[src/video_timing_pkg.sv]
/*
  Shared constants and types for the enable-only video link:
  frame and line totals, rate limits, screen size and panel states.
  Assumes one system clock of 125 MHz on both ends of the link.
*/
// Contract
// - every frame is exactly 1120 lines
// - 1080 active lines then 40 blank lines
// - every line is exactly 1060 pixel clocks
// - 960 active clocks then 100 blank clocks
// - pixel clock between 53 and 82 MHz
// - frame rate between 47 and 63 Hz
// - line rate between 60 and 73 kHz; the source's 62.5 MHz pixel clock over 1060 clocks gives about 58.96 kHz
// - placement comes only from strobe rising edges
// - first pixel after strobe rise is leftmost
// - rise after eight low lines starts frame
// - first line of frame is top row
// - uncovered screen area is filled black
// - strobe window matches valid pixel data exactly; on an underrun the source keeps the strobe high and sends black
// - each colour is 8-bit, zero is black
`default_nettype none
package video_timing_pkg;
  // ==========================================================
  // rates
  localparam int SYS_CLK_KHZ   = 125000;
  localparam int PIX_MIN_KHZ   = 53000;
  localparam int PIX_NOM_KHZ   = 74250;
  localparam int PIX_MAX_KHZ   = 82000;
  localparam int FRAME_MIN_HZ  = 47;
  localparam int FRAME_NOM_HZ  = 60;
  localparam int FRAME_MAX_HZ  = 63;
  localparam int LINE_MIN_HZ   = 60000;
  localparam int LINE_NOM_HZ   = 67500;
  localparam int LINE_MAX_HZ   = 73000;
  // half period of the divided pixel clock, rounded up so it never exceeds the maximum
  localparam int PCLK_HALF_CYC = (SYS_CLK_KHZ + 2 * PIX_MAX_KHZ - 1) / (2 * PIX_MAX_KHZ);
  // ==========================================================
  // frame geometry
  localparam int FRAME_LINES   = 1120;
  localparam int ACTIVE_LINES  = 1080;
  localparam int VBLANK_LINES  = 40;
  localparam int LINE_CLOCKS   = 1060;
  localparam int ACTIVE_CLOCKS = 960;
  localparam int HBLANK_CLOCKS = 100;
  localparam int GAP_LINES     = 8;
  localparam int GAP_CLOCKS    = GAP_LINES * LINE_CLOCKS;
  localparam int SCREEN_COLS   = 3840;
  localparam int SCREEN_ROWS   = 2160;
  // ==========================================================
  // widths and reset values
  localparam int COMP_W        = 8;
  localparam int PIX_W         = 3 * COMP_W;
  localparam int CNT_W         = 11;
  localparam int POS_W         = 12;
  localparam int GAP_W         = 16;
  localparam int DIV_W         = 8;
  localparam int SRC_RESET_H   = 0;
  // reset parks the raster this many lines past the first blank one
  localparam int SRC_RESET_V   = 0;
  localparam logic [PIX_W-1:0] BLACK = 24'h000000;
  // ==========================================================
  // panel states
  typedef enum logic [2:0] {
    ST_SEEK = 3'b001,
    ST_RUN  = 3'b010,
    ST_FILL = 3'b100
  } panel_state_t;
endpackage
`default_nettype wire

[src/video_link_if.sv]
/*
  The pixel link between a video source and the panel.
  Assumes both ends sample and drive it from the same system clock.
*/
`timescale 1ns/1ps
`default_nettype none
interface video_link_if import video_timing_pkg::*; ();
  logic             pixel_clock;
  logic             pixel_valid_strobe;
  logic [PIX_W-1:0] pixel_data;
  modport source (output pixel_clock, output pixel_valid_strobe, output pixel_data);
  modport panel  (input pixel_clock, input pixel_valid_strobe, input pixel_data);
endinterface
`default_nettype wire

[src/video_panel.sv]
/*
  Panel end of the link: samples the pixel clock with the system clock,
  places pixels from strobe rising edges only and reports black fill runs.
  Assumes the user takes one output word per system cycle without stalling.
*/
`timescale 1ns/1ps
`default_nettype none
module video_panel import video_timing_pkg::*; #(
  parameter int GAP   = GAP_CLOCKS,
  parameter int COLS  = SCREEN_COLS,
  parameter int ROWS  = SCREEN_ROWS
) (
  input  wire logic             clock,
  input  wire logic             arst_n,
  video_link_if.panel           link,
  output var  logic             out_valid,
  output var  logic [POS_W-1:0] out_row,
  output var  logic [POS_W-1:0] out_col,
  output var  logic [POS_W:0]   out_run,
  output var  logic [PIX_W-1:0] out_rgb,
  output var  logic             frame_start
);
  if (GAP < 2 || GAP >= (1 << GAP_W) || COLS < 1 || COLS >= (1 << POS_W) ||
      ROWS < 2 || ROWS >= (1 << POS_W)) begin : g_bad_par
    $error("panel parameters out of range");
  end

  // ==========================================================
  // synchronisers
  logic             pclk_s1, pclk_s2, pclk_s3;
  logic             str_s1, str_s2;
  logic [PIX_W-1:0] dat_s1, dat_s2;

  always_ff @(posedge clock or negedge arst_n) begin
    if (!arst_n) begin
      {pclk_s1, pclk_s2, pclk_s3} <= 3'h0;
      {str_s1, str_s2}            <= 2'h0;
      dat_s1                      <= BLACK;
      dat_s2                      <= BLACK;
    end else begin
      {pclk_s1, pclk_s2, pclk_s3} <= {link.pixel_clock, pclk_s1, pclk_s2};
      {str_s1, str_s2}            <= {link.pixel_valid_strobe, str_s1};
      dat_s1                      <= link.pixel_data;
      dat_s2                      <= dat_s1;
    end
  end

  // ==========================================================
  // strobe events, one per pixel clock rise
  panel_state_t     state_r;
  logic             prev_str_r;
  logic [GAP_W-1:0] low_cnt_r;
  logic             gap_seen_r;
  logic [POS_W-1:0] row_r;
  logic [POS_W-1:0] col_r;
  logic [POS_W-1:0] fill_row_r;

  wire             rise    = pclk_s2 & ~pclk_s3;
  wire             srise   = rise & str_s2 & ~prev_str_r;
  wire             sfall   = rise & ~str_s2 & prev_str_r;
  wire             spix    = rise & str_s2;
  wire             gap_hit = rise & ~str_s2 & (low_cnt_r == GAP_W'(GAP - 1));
  wire             row_sat = row_r == POS_W'(ROWS);
  // a rise after the long gap opens a frame at the top row
  wire [POS_W-1:0] row_use = ~srise ? row_r :
                             (gap_seen_r ? '0 : (row_sat ? row_r : row_r + 1'b1));
  wire [POS_W-1:0] col_use = srise ? '0 : col_r;
  wire             in_scr  = (row_use < POS_W'(ROWS)) & (col_use < POS_W'(COLS));
  wire             live    = state_r != ST_SEEK;
  wire             emit_px = spix & live & in_scr;
  wire             emit_hf = sfall & live & (col_r < POS_W'(COLS)) &
                             (row_r < POS_W'(ROWS));
  wire             emit_vf = (state_r == ST_FILL) & ~srise;
  wire             fill_end = fill_row_r == POS_W'(ROWS - 1);
  wire [POS_W-1:0] next_row = row_sat ? row_r : row_r + 1'b1;

  // ==========================================================
  // placement counters
  always_ff @(posedge clock or negedge arst_n) begin
    if (!arst_n) begin
      prev_str_r <= 1'b0;
      low_cnt_r  <= '0;
      gap_seen_r <= 1'b0;
      row_r      <= '0;
      col_r      <= '0;
    end else if (rise) begin
      prev_str_r <= str_s2;
      if (str_s2) begin
        low_cnt_r <= '0;
      end else if (low_cnt_r != GAP_W'(GAP - 1)) begin
        low_cnt_r <= low_cnt_r + 1'b1;
      end
      if (gap_hit) begin
        gap_seen_r <= 1'b1;
      end else if (srise) begin
        gap_seen_r <= 1'b0;
      end
      if (srise) begin
        row_r <= row_use;
        col_r <= POS_W'(1);
      end else if (spix && col_r != POS_W'(COLS)) begin
        col_r <= col_r + 1'b1;
      end
    end
  end

  // ==========================================================
  // seek, run and bottom fill
  // the bottom fill runs at system rate, far inside the vertical blanking
  always_ff @(posedge clock or negedge arst_n) begin
    if (!arst_n) begin
      state_r    <= ST_SEEK;
      fill_row_r <= '0;
    end else begin
      case (state_r)
        ST_SEEK: begin
          if (gap_hit) begin
            state_r <= ST_RUN;
          end
        end
        ST_RUN: begin
          if (gap_hit && !gap_seen_r && next_row < POS_W'(ROWS)) begin
            state_r    <= ST_FILL;
            fill_row_r <= next_row;
          end
        end
        ST_FILL: begin
          if (srise || fill_end) begin
            state_r <= ST_RUN;
          end else begin
            fill_row_r <= fill_row_r + 1'b1;
          end
        end
        default: state_r <= ST_SEEK;
      endcase
    end
  end

  // ==========================================================
  // output words
  always_ff @(posedge clock or negedge arst_n) begin
    if (!arst_n) begin
      out_valid   <= 1'b0;
      out_row     <= '0;
      out_col     <= '0;
      out_run     <= '0;
      out_rgb     <= BLACK;
      frame_start <= 1'b0;
    end else begin
      out_valid   <= emit_px | emit_hf | emit_vf;
      frame_start <= srise & gap_seen_r & live;
      if (emit_px) begin
        out_row <= row_use;
        out_col <= col_use;
        out_run <= (POS_W + 1)'(1);
        out_rgb <= dat_s2;
      end else if (emit_hf) begin
        out_row <= row_r;
        out_col <= col_r;
        out_run <= (POS_W + 1)'(COLS) - {1'b0, col_r};
        out_rgb <= BLACK;
      end else if (emit_vf) begin
        out_row <= fill_row_r;
        out_col <= '0;
        out_run <= (POS_W + 1)'(COLS);
        out_rgb <= BLACK;
      end
    end
  end
endmodule
`default_nettype wire

[src/flat_wrapper.sv]
// flat-port wrapper written by rule: the top's interface ports become plain ports
module video_panel_flat import video_timing_pkg::*;
#(
  parameter int GAP   = GAP_CLOCKS,
  parameter int COLS  = SCREEN_COLS,
  parameter int ROWS  = SCREEN_ROWS
)
  (clock, arst_n, out_valid, out_row, out_col, out_run, out_rgb, frame_start, link_pixel_clock, link_pixel_valid_strobe, link_pixel_data);
  video_link_if link_i ();
  input  wire logic clock;
  input  wire logic arst_n;
  output var  logic out_valid;
  output var  logic [POS_W-1:0] out_row;
  output var  logic [POS_W-1:0] out_col;
  output var  logic [POS_W:0] out_run;
  output var  logic [PIX_W-1:0] out_rgb;
  output var  logic frame_start;
  input wire logic [$bits(link_i.pixel_clock)-1:0] link_pixel_clock;
  input wire logic [$bits(link_i.pixel_valid_strobe)-1:0] link_pixel_valid_strobe;
  input wire logic [$bits(link_i.pixel_data)-1:0] link_pixel_data;
  assign link_i.pixel_clock = link_pixel_clock;
  assign link_i.pixel_valid_strobe = link_pixel_valid_strobe;
  assign link_i.pixel_data = link_pixel_data;
  video_panel #(.GAP(GAP), .COLS(COLS), .ROWS(ROWS)) u_core (.clock(clock), .arst_n(arst_n), .link(link_i), .out_valid(out_valid), .out_row(out_row), .out_col(out_col), .out_run(out_run), .out_rgb(out_rgb), .frame_start(frame_start));
endmodule
[config.mk]
export PLATFORM = sky130hd
export DESIGN_NAME = video_panel_flat
export DESIGN_NICKNAME = d
export VERILOG_FILES = /design/src/video_timing_pkg.sv /design/src/video_link_if.sv /design/src/video_panel.sv /design/src/flat_wrapper.sv
export SDC_FILE = /design/constraint.sdc
export NUM_CORES = 1
export LEC_CHECK = 0
export BUFFER_PORTS_ARGS = -buffer_cell sky130_fd_sc_hd__buf_4
export CORE_MARGIN = 5
export CORE_UTILIZATION = 52
export CTS_CLUSTER_DIAMETER = 60
export DETAILED_ROUTE_END_ITERATION = 10
export MAX_ROUTING_LAYER = met4
export PLACE_DENSITY = 0.75
export SYNTH_ARGS = -nofsm -noshare
export SYNTH_HDL_FRONTEND = slang
export SYNTH_SLANG_ARGS = --single-unit
[constraint.sdc]
create_clock -name clock -period 2.5 [get_ports clock]
set_clock_uncertainty 0.05 [all_clocks]
set_input_delay 0.5 -clock clock [delete_from_list [all_inputs] [get_ports clock]]
set_output_delay 0.5 -clock clock [all_outputs]
set_load 0.05 [all_outputs]
=== Word-level counts from Yosys, hierarchy flattened ===
Cells that the tools add are included.

* Equality and inequality tests: 13
* Reductions and logical operators: 16
* Mux-type cells: 29
* Bitwise operators: 21
* $add $sub $neg: 5
* $lt $le $gt $ge: 5

{| class="wikitable"
|+ Operator list
! kind !! count
|-
| $mux W12 || 14
|-
| $mux W24 || 3
|-
| $lt A12 B12 Y1 const B || 5
|-
| $mux W13 || 3
|-
| $add A12 B1 Y12 const B || 3
|-
| $mux W16 || 2
|-
| $eq A12 B12 Y1 const B || 2
|-
| $pmux W12 S2 || 1
|-
| $add A16 B1 Y16 const B || 1
|-
| $eq A16 B14 Y1 const B || 1
|-
| $ne A16 B14 Y1 const B || 1
|-
| $and A1 B1 Y1 || 15
|-
| $sub A12 B12 Y13 const A || 1
|-
| $ne A12 B12 Y1 const B || 1
|-
| $mux W3 || 3
|-
| $pmux W3 S3 || 1
|-
| $reduce_and A2 Y1 || 4
|-
| $reduce_bool A2 Y1 || 4
|-
| $reduce_and A3 Y1 || 2
|-
| $ne A2 B1 Y1 const B || 2
|-
| $ne A2 B2 Y1 const B || 2
|-
| $not A1 Y1 || 4
|-
| $eq A3 B1 Y1 const B || 1
|-
| $eq A3 B2 Y1 const B || 1
|-
| 8 further kinds || 12
|}

* Output and inout port bits: 63
* Input bits: 28
* Register bits after elaboration: 173

=== Logic depth before layout (Yosys ltp) ===
* Depth after elaboration: 10
* Gate-level depth with buffers: 12
* Mapped depth without buffers: 9

=== Worst setup path after synthesis ===
OpenSTA, ideal clock, no wires.

* Path kind: reg2reg
* From: reg u_core.row_r[8]
* To: reg u_core.out_row[0]
* Data arrival time: 2.400 ns
* Slack: -0.075 ns
* Cell stages (with the launch flop): 9
* Path buffers: 2
* Clock period less this slack: 2.575 ns
* Library setup time: 0.125 ns
* Cell sequence: dfrtp_1 buf_2 or4_4 nor4b_4 or3_1 nand4b_1 o21ai_4 buf_4 mux2_2

* Cells in the longest elaborated chain, start to end: 8

{| class="wikitable"
|+ RTL lines
! item !! line !! text
|-
| start, declared || video_panel.sv:54 || <nowiki>logic [POS_W-1:0] row_r;</nowiki>
|-
| start signal, assigned || video_panel.sv:99 || <nowiki>row_r <= row_use;</nowiki>
|-
| $add A12 B1 Y12 / $eq A12 B12 Y1 (equally long branches) || video_panel.sv:66, video_panel.sv:63 ||
|-
| $mux W12 (2 in a row) || video_panel.sv:66 || <nowiki>(gap_seen_r ? '0 : (row_sat ? row_r : row_r + 1'b1));</nowiki>
|-
| $mux W12 || video_panel.sv:65 || <nowiki>wire [POS_W-1:0] row_use = ~srise ? row_r :</nowiki>
|-
| $lt A12 B12 Y1 || video_panel.sv:68 || <nowiki>wire in_scr = (row_use < POS_W'(ROWS)) & (col_use < POS_W'(COLS));</nowiki>
|-
| $and A1 B1 Y1 || video_panel.sv:68 ||
|-
| $and A1 B1 Y1 || video_panel.sv:70 || <nowiki>wire emit_px = spix & live & in_scr;</nowiki>
|-
| $reduce_bool A3 Y1 (no line) / $mux W12 (equally long branches) || n/a ||
|-
| end signal, assigned || video_panel.sv:153 || <nowiki>out_row <= row_use;</nowiki>
|-
| end signal, assigned || video_panel.sv:158 || <nowiki>out_row <= row_r;</nowiki>
|-
| end signal, assigned || video_panel.sv:163 || <nowiki>out_row <= fill_row_r;</nowiki>
|-
| end, declared || video_panel.sv:17 || <nowiki>output var logic [POS_W-1:0] out_row,</nowiki>
|}

Several ways; a longest one is shown, not always the timed one.
A chain may end at the register's enable or synchronous reset.

=== Worst setup path in the final report ===
* From: reg u_core.row_r[10]
* To: reg u_core.out_col[3]

* Cells in the longest elaborated chain, start to end: 8

{| class="wikitable"
|+ RTL lines
! item !! line !! text
|-
| $add A12 B1 Y12 / $eq A12 B12 Y1 (equally long branches) || video_panel.sv:66, video_panel.sv:63 ||
|-
| $mux W12 (2 in a row) || video_panel.sv:66 ||
|-
| $mux W12 || video_panel.sv:65 ||
|-
| $lt A12 B12 Y1 || video_panel.sv:68 ||
|-
| $and A1 B1 Y1 || video_panel.sv:68 ||
|-
| $and A1 B1 Y1 || video_panel.sv:70 ||
|-
| $reduce_bool A3 Y1 (no line) / $mux W12 (equally long branches) || n/a ||
|-
| end signal, assigned || video_panel.sv:154 || <nowiki>out_col <= col_use;</nowiki>
|-
| end signal, assigned || video_panel.sv:159 || <nowiki>out_col <= col_r;</nowiki>
|-
| end, declared || video_panel.sv:18 || <nowiki>output var logic [POS_W-1:0] out_col,</nowiki>
|}

Several ways; a longest one is shown, not always the timed one.

==> results.py <==
metrics = {
    "sta": {
        "layout_setup_ws_ns": -0.00366,
        "clock.fmax_mhz": 399,
        "post-route-period-util_pct": 100,
        "worst_slew_pin_slew_ns": 0.522,
        "final-max-slew-violation-count": 0,
        "report.final.hold_viol_count": 0,
        "rsz0062_at_grt": "yes",
        "finalCriticalPeriod_ns": 2.50,
        "relSlewSlack_pct": 65.0,
        "setup-violations-final": 5,
        "fin_worst_hold_slack_ns": 0.123,
    },
    "global_route": {
        "vias_in_the_first_global_route": 6313,
        "antenna_found_initial": 0,
        "globalRouteTotalUtil_pct": 25.2,
        "use_met2_pct": 38.3,
        "met1_usage_pct": 34.1,
        "grt.met3_usage_pct": 4.96,
        "grt_max_degree": 52,
        "gr_busiest_metal": "met2",
        "globalRouteOverflowTotal": 0,
        "grt_first_pass_wirelength_um": 32300,
    },
    "worst_setup_path": {
        "r2r-end": "u_core.out_col[3]",
        "setup.reg_to_reg.worst_slack_ns": -0.004,
        "reg2reg_from": "u_core.row_r[10]",
        "crit_path_end_kind": "flip-flop",
        "crit_required_ns": 2.77,
        "worst-path-max-fanout": 21,
        "reg2regPathDepth": 9,
        "worstPathArrival_ns": 2.77,
        "timing_worst_setup_path_type": "flip-flop to flip-flop",
        "cp-start-kind": "flip-flop",
    },
    "yosys": {
        "ys.flop_type": "sky130_fd_sc_hd__dfrtp_1",
        "synthesis.area_um2": 7610,
        "mappedNetlistNets": 777,
        "avgSynthCellArea_um2": 10.2,
        "yosys_warnings": 0,
        "yosysUniqueCellTypes": 66,
        "ffs_latches_synth": 173,
        "synth-edff-count": 0,
        "share_of_the_yosys_chip_area_belonging_to_registers_pct": 56.9,
        "post_synthesis_instance_total": 743,
        "synthArstFlopShare_pct": 100,
    },
    "finish": {
        "area.growth.synth_to_final_pct": 30.8,
        "drive_gt1_share_pct": 29.8,
        "layout.cells.most_common": "sky130_fd_sc_hd__buf_4",
        "diodes": 0,
        "layout_common_cells": "sky130_fd_sc_hd__buf_4, sky130_fd_sc_hd__dfrtp_1, sky130_fd_sc_hd__nand2_1",
        "final_cells": 1107,
        "fin_nets": 944,
    },
    "status": {
        "run_status": "complete, but fails checks",
        "failed_checks": "setup timing",
    },
    "cts": {
        "cts-buffers-inserted": 17,
        "cts_tree": "built",
        "clock-sinks": 173,
        "clk_transition_reported_paths_ns": 0.07,
        "clock_path_buffers": 2,
        "h-tree-depth": 4,
        "clk_latency_ns": 0.43,
        "cts.root.buffer_cell": "sky130_fd_sc_hd__clkbuf_16",
    },
    "drt": {
        "drt-initial-drc-count": 549,
        "drt-total-wl_um": 20100,
        "detail_route.first_pass.iterations": 7,
        "via_per_inst": 5.72,
        "antenna_left": 0,
        "vias": 6330,
        "route.detailed.wl_per_inst_um": 18.2,
        "route.detailed.drc": 0,
    },
    "floorplan": {
        "core_region_area_um2": 14400,
        "design.portCount": 91,
        "initial_utilization_pct": 52.7,
        "die_w_um": 131,
        "row_count": 44,
        "die_h_um": 131,
        "die_area_um2": 17100,
    },
    "placement": {
        "dp_hpwl_um": 14200,
        "dp_slack_ns": -0.184,
        "port_buffers": 90,
        "place_congestion": 0.920,
        "dp_cells": 1064,
    },
    "worst_hold_path": {
        "worst_hold_path.endpoint": "u_core.dat_s1[18]",
        "worstHoldPathCells": 1,
        "hold_start": "link_pixel_data[18]",
        "hp-class": "input pin to flip-flop",
    },
    "power": {
        "leakage_nw": 4.64,
        "ratio_of_total_power_to_cell_area_nw_per_um2": 632,
        "peakVddDrop_mv": 0.430,
        "total_power_mw": 6.29,
    },
    "run": {
        "timing.max_cap.violations": 0,
    },
}
==> registers in the layout, summed over array words and instances (netlist names) <==
signal and flops:
u_core.col_r 12, u_core.dat_s1 24, u_core.dat_s2 24, u_core.fill_row_r 12
u_core.frame_start 1, u_core.gap_seen_r 1, u_core.low_cnt_r 16, u_core.out_col 12
u_core.out_rgb 24, u_core.out_row 12, u_core.out_run 13, u_core.out_valid 1
u_core.pclk_s1 1, u_core.pclk_s2 1, u_core.pclk_s3 1, u_core.prev_str_r 1
u_core.row_r 12, u_core.state_r 3, u_core.str_s1 1, u_core.str_s2 1
==> through the flow <==
| step | area (um2) | utilization [%] | TNS (ns) |
|---|---|---|---|
| global placement | 9080 | 63.0 | -1.53 |
| detailed placement | 9080 | 63.0 | -3.15 |
| floorplan | 7620 | - | -0.0229 |
| finish | 9950 | 69.0 | -0.00634 |
| global route | 9950 | 69.0 | -3.33 |
| CTS | 9770 | 67.8 | -0.0785 |
==> report_power, final <==
group | internal (mW) | switching (mW) | total, mW
combinational | 0.305 | 0.339 | 0.643
clock | 1.43 | 1.23 | 2.66
sequential | 2.90 | 0.0904 | 2.99
==> kinds of logic (layout without fill, tap and decap cells) <==
| kind of cell | Yosys count | count (layout) | synth area share, % |
|---|---|---|---|
| AND/OR/NAND/NOR | 284 | 284 | 18.4 |
| flip-flops | 173 | 173 | 56.9 |
| adder cells (fa/ha/maj) | 6 | 6 | 0.987 |
| AO/OA/AOI/OAI | 174 | 174 | 14.9 |
| buffers and inverters | 64 | 244 | 3.73 |
| XOR/XNOR | 34 | 34 | 3.91 |
| multiplexers | 8 | 8 | 1.12 |
==> synthesized netlist by cell type, types with 5 or more instances <==
cell | number | area share, %
sky130_fd_sc_hd__a211oi_1 | 8 | 0.79
sky130_fd_sc_hd__a21oi_1 | 40 | 2.6
sky130_fd_sc_hd__a22o_1 | 18 | 2.1
sky130_fd_sc_hd__a31oi_1 | 7 | 0.58
sky130_fd_sc_hd__a32o_1 | 5 | 0.66
sky130_fd_sc_hd__and3_1 | 8 | 0.66
sky130_fd_sc_hd__buf_2 | 20 | 1.3
sky130_fd_sc_hd__clkbuf_1 | 27 | 1.3
sky130_fd_sc_hd__dfrtp_1 | 172 | 57
sky130_fd_sc_hd__ha_1 | 6 | 0.99
sky130_fd_sc_hd__inv_1 | 13 | 0.64
sky130_fd_sc_hd__nand2_1 | 123 | 6.1
sky130_fd_sc_hd__nand2b_1 | 9 | 0.74
sky130_fd_sc_hd__nand3_1 | 22 | 1.4
sky130_fd_sc_hd__nand4_1 | 15 | 1.2
sky130_fd_sc_hd__nor2_1 | 52 | 2.6
sky130_fd_sc_hd__nor3_1 | 12 | 0.79
sky130_fd_sc_hd__o21ai_0 | 56 | 3.7
sky130_fd_sc_hd__o22ai_1 | 7 | 0.58
sky130_fd_sc_hd__o31ai_1 | 5 | 0.49
sky130_fd_sc_hd__or3_1 | 8 | 0.66
sky130_fd_sc_hd__xnor2_1 | 17 | 2.0
sky130_fd_sc_hd__xor2_1 | 17 | 2.0
==> repair_timing <==
item	4_1_cts	5_1_grt
gates cloned	0	1
hold endpoints to repair	45	0
setup buffers	2	7
pin swaps	9	11
resized for setup	16	30
hold buffers	1	0
endpoints found under the setup margin	52	67
==> critical path, stage by stage (launching register included) <==
cell                       delay, ns
sky130_fd_sc_hd__dfrtp_1        0.38
sky130_fd_sc_hd__or4_4          0.58
sky130_fd_sc_hd__nor4b_4        0.27
sky130_fd_sc_hd__or3_4          0.17
sky130_fd_sc_hd__nand4b_1       0.16
sky130_fd_sc_hd__o21ai_4        0.21
sky130_fd_sc_hd__buf_6          0.14
sky130_fd_sc_hd__nor3_4         0.04
sky130_fd_sc_hd__buf_12         0.15
sky130_fd_sc_hd__a22o_1         0.23
==> cell type report <==
class | count | area [um2]
Fill cell | 1082 | 4470
Sequential cell | 173 | 4330
Multi-Input combinational cell | 506 | 3140
Timing Repair Buffer | 199 | 1600
Clock buffer | 17 | 425
Tap cell | 184 | 230
Clock inverter | 15 | 175
Inverter | 13 | 48.8
==> routing by layer <==
metal  vias to the layer above  share of wire [%]
li1                       2944                  -
met1                      3116                 44
met2                       230                 48
met3                        40                6.2
met4                         0                2.4
met5                         -                  0
==> worst max-delay path by stage <==
stage                     slack, ns               endpoint        startpoint  depth (start not counted)
after floorplan              -0.008      u_core.out_row[0]   u_core.row_r[8]                          8
after global placement        -0.09  u_core.fill_row_r[11]   u_core.row_r[3]                          8
after detailed placement      -0.18      u_core.out_col[6]   u_core.row_r[1]                          9
after CTS                     -0.02      u_core.out_row[2]   u_core.row_r[8]                          7
after global routing          -0.11      u_core.out_run[3]   u_core.row_r[0]                         12
final                        -0.004      u_core.out_col[3]  u_core.row_r[10]                          9
Note: power is estimated with default switching activity, not from simulation.
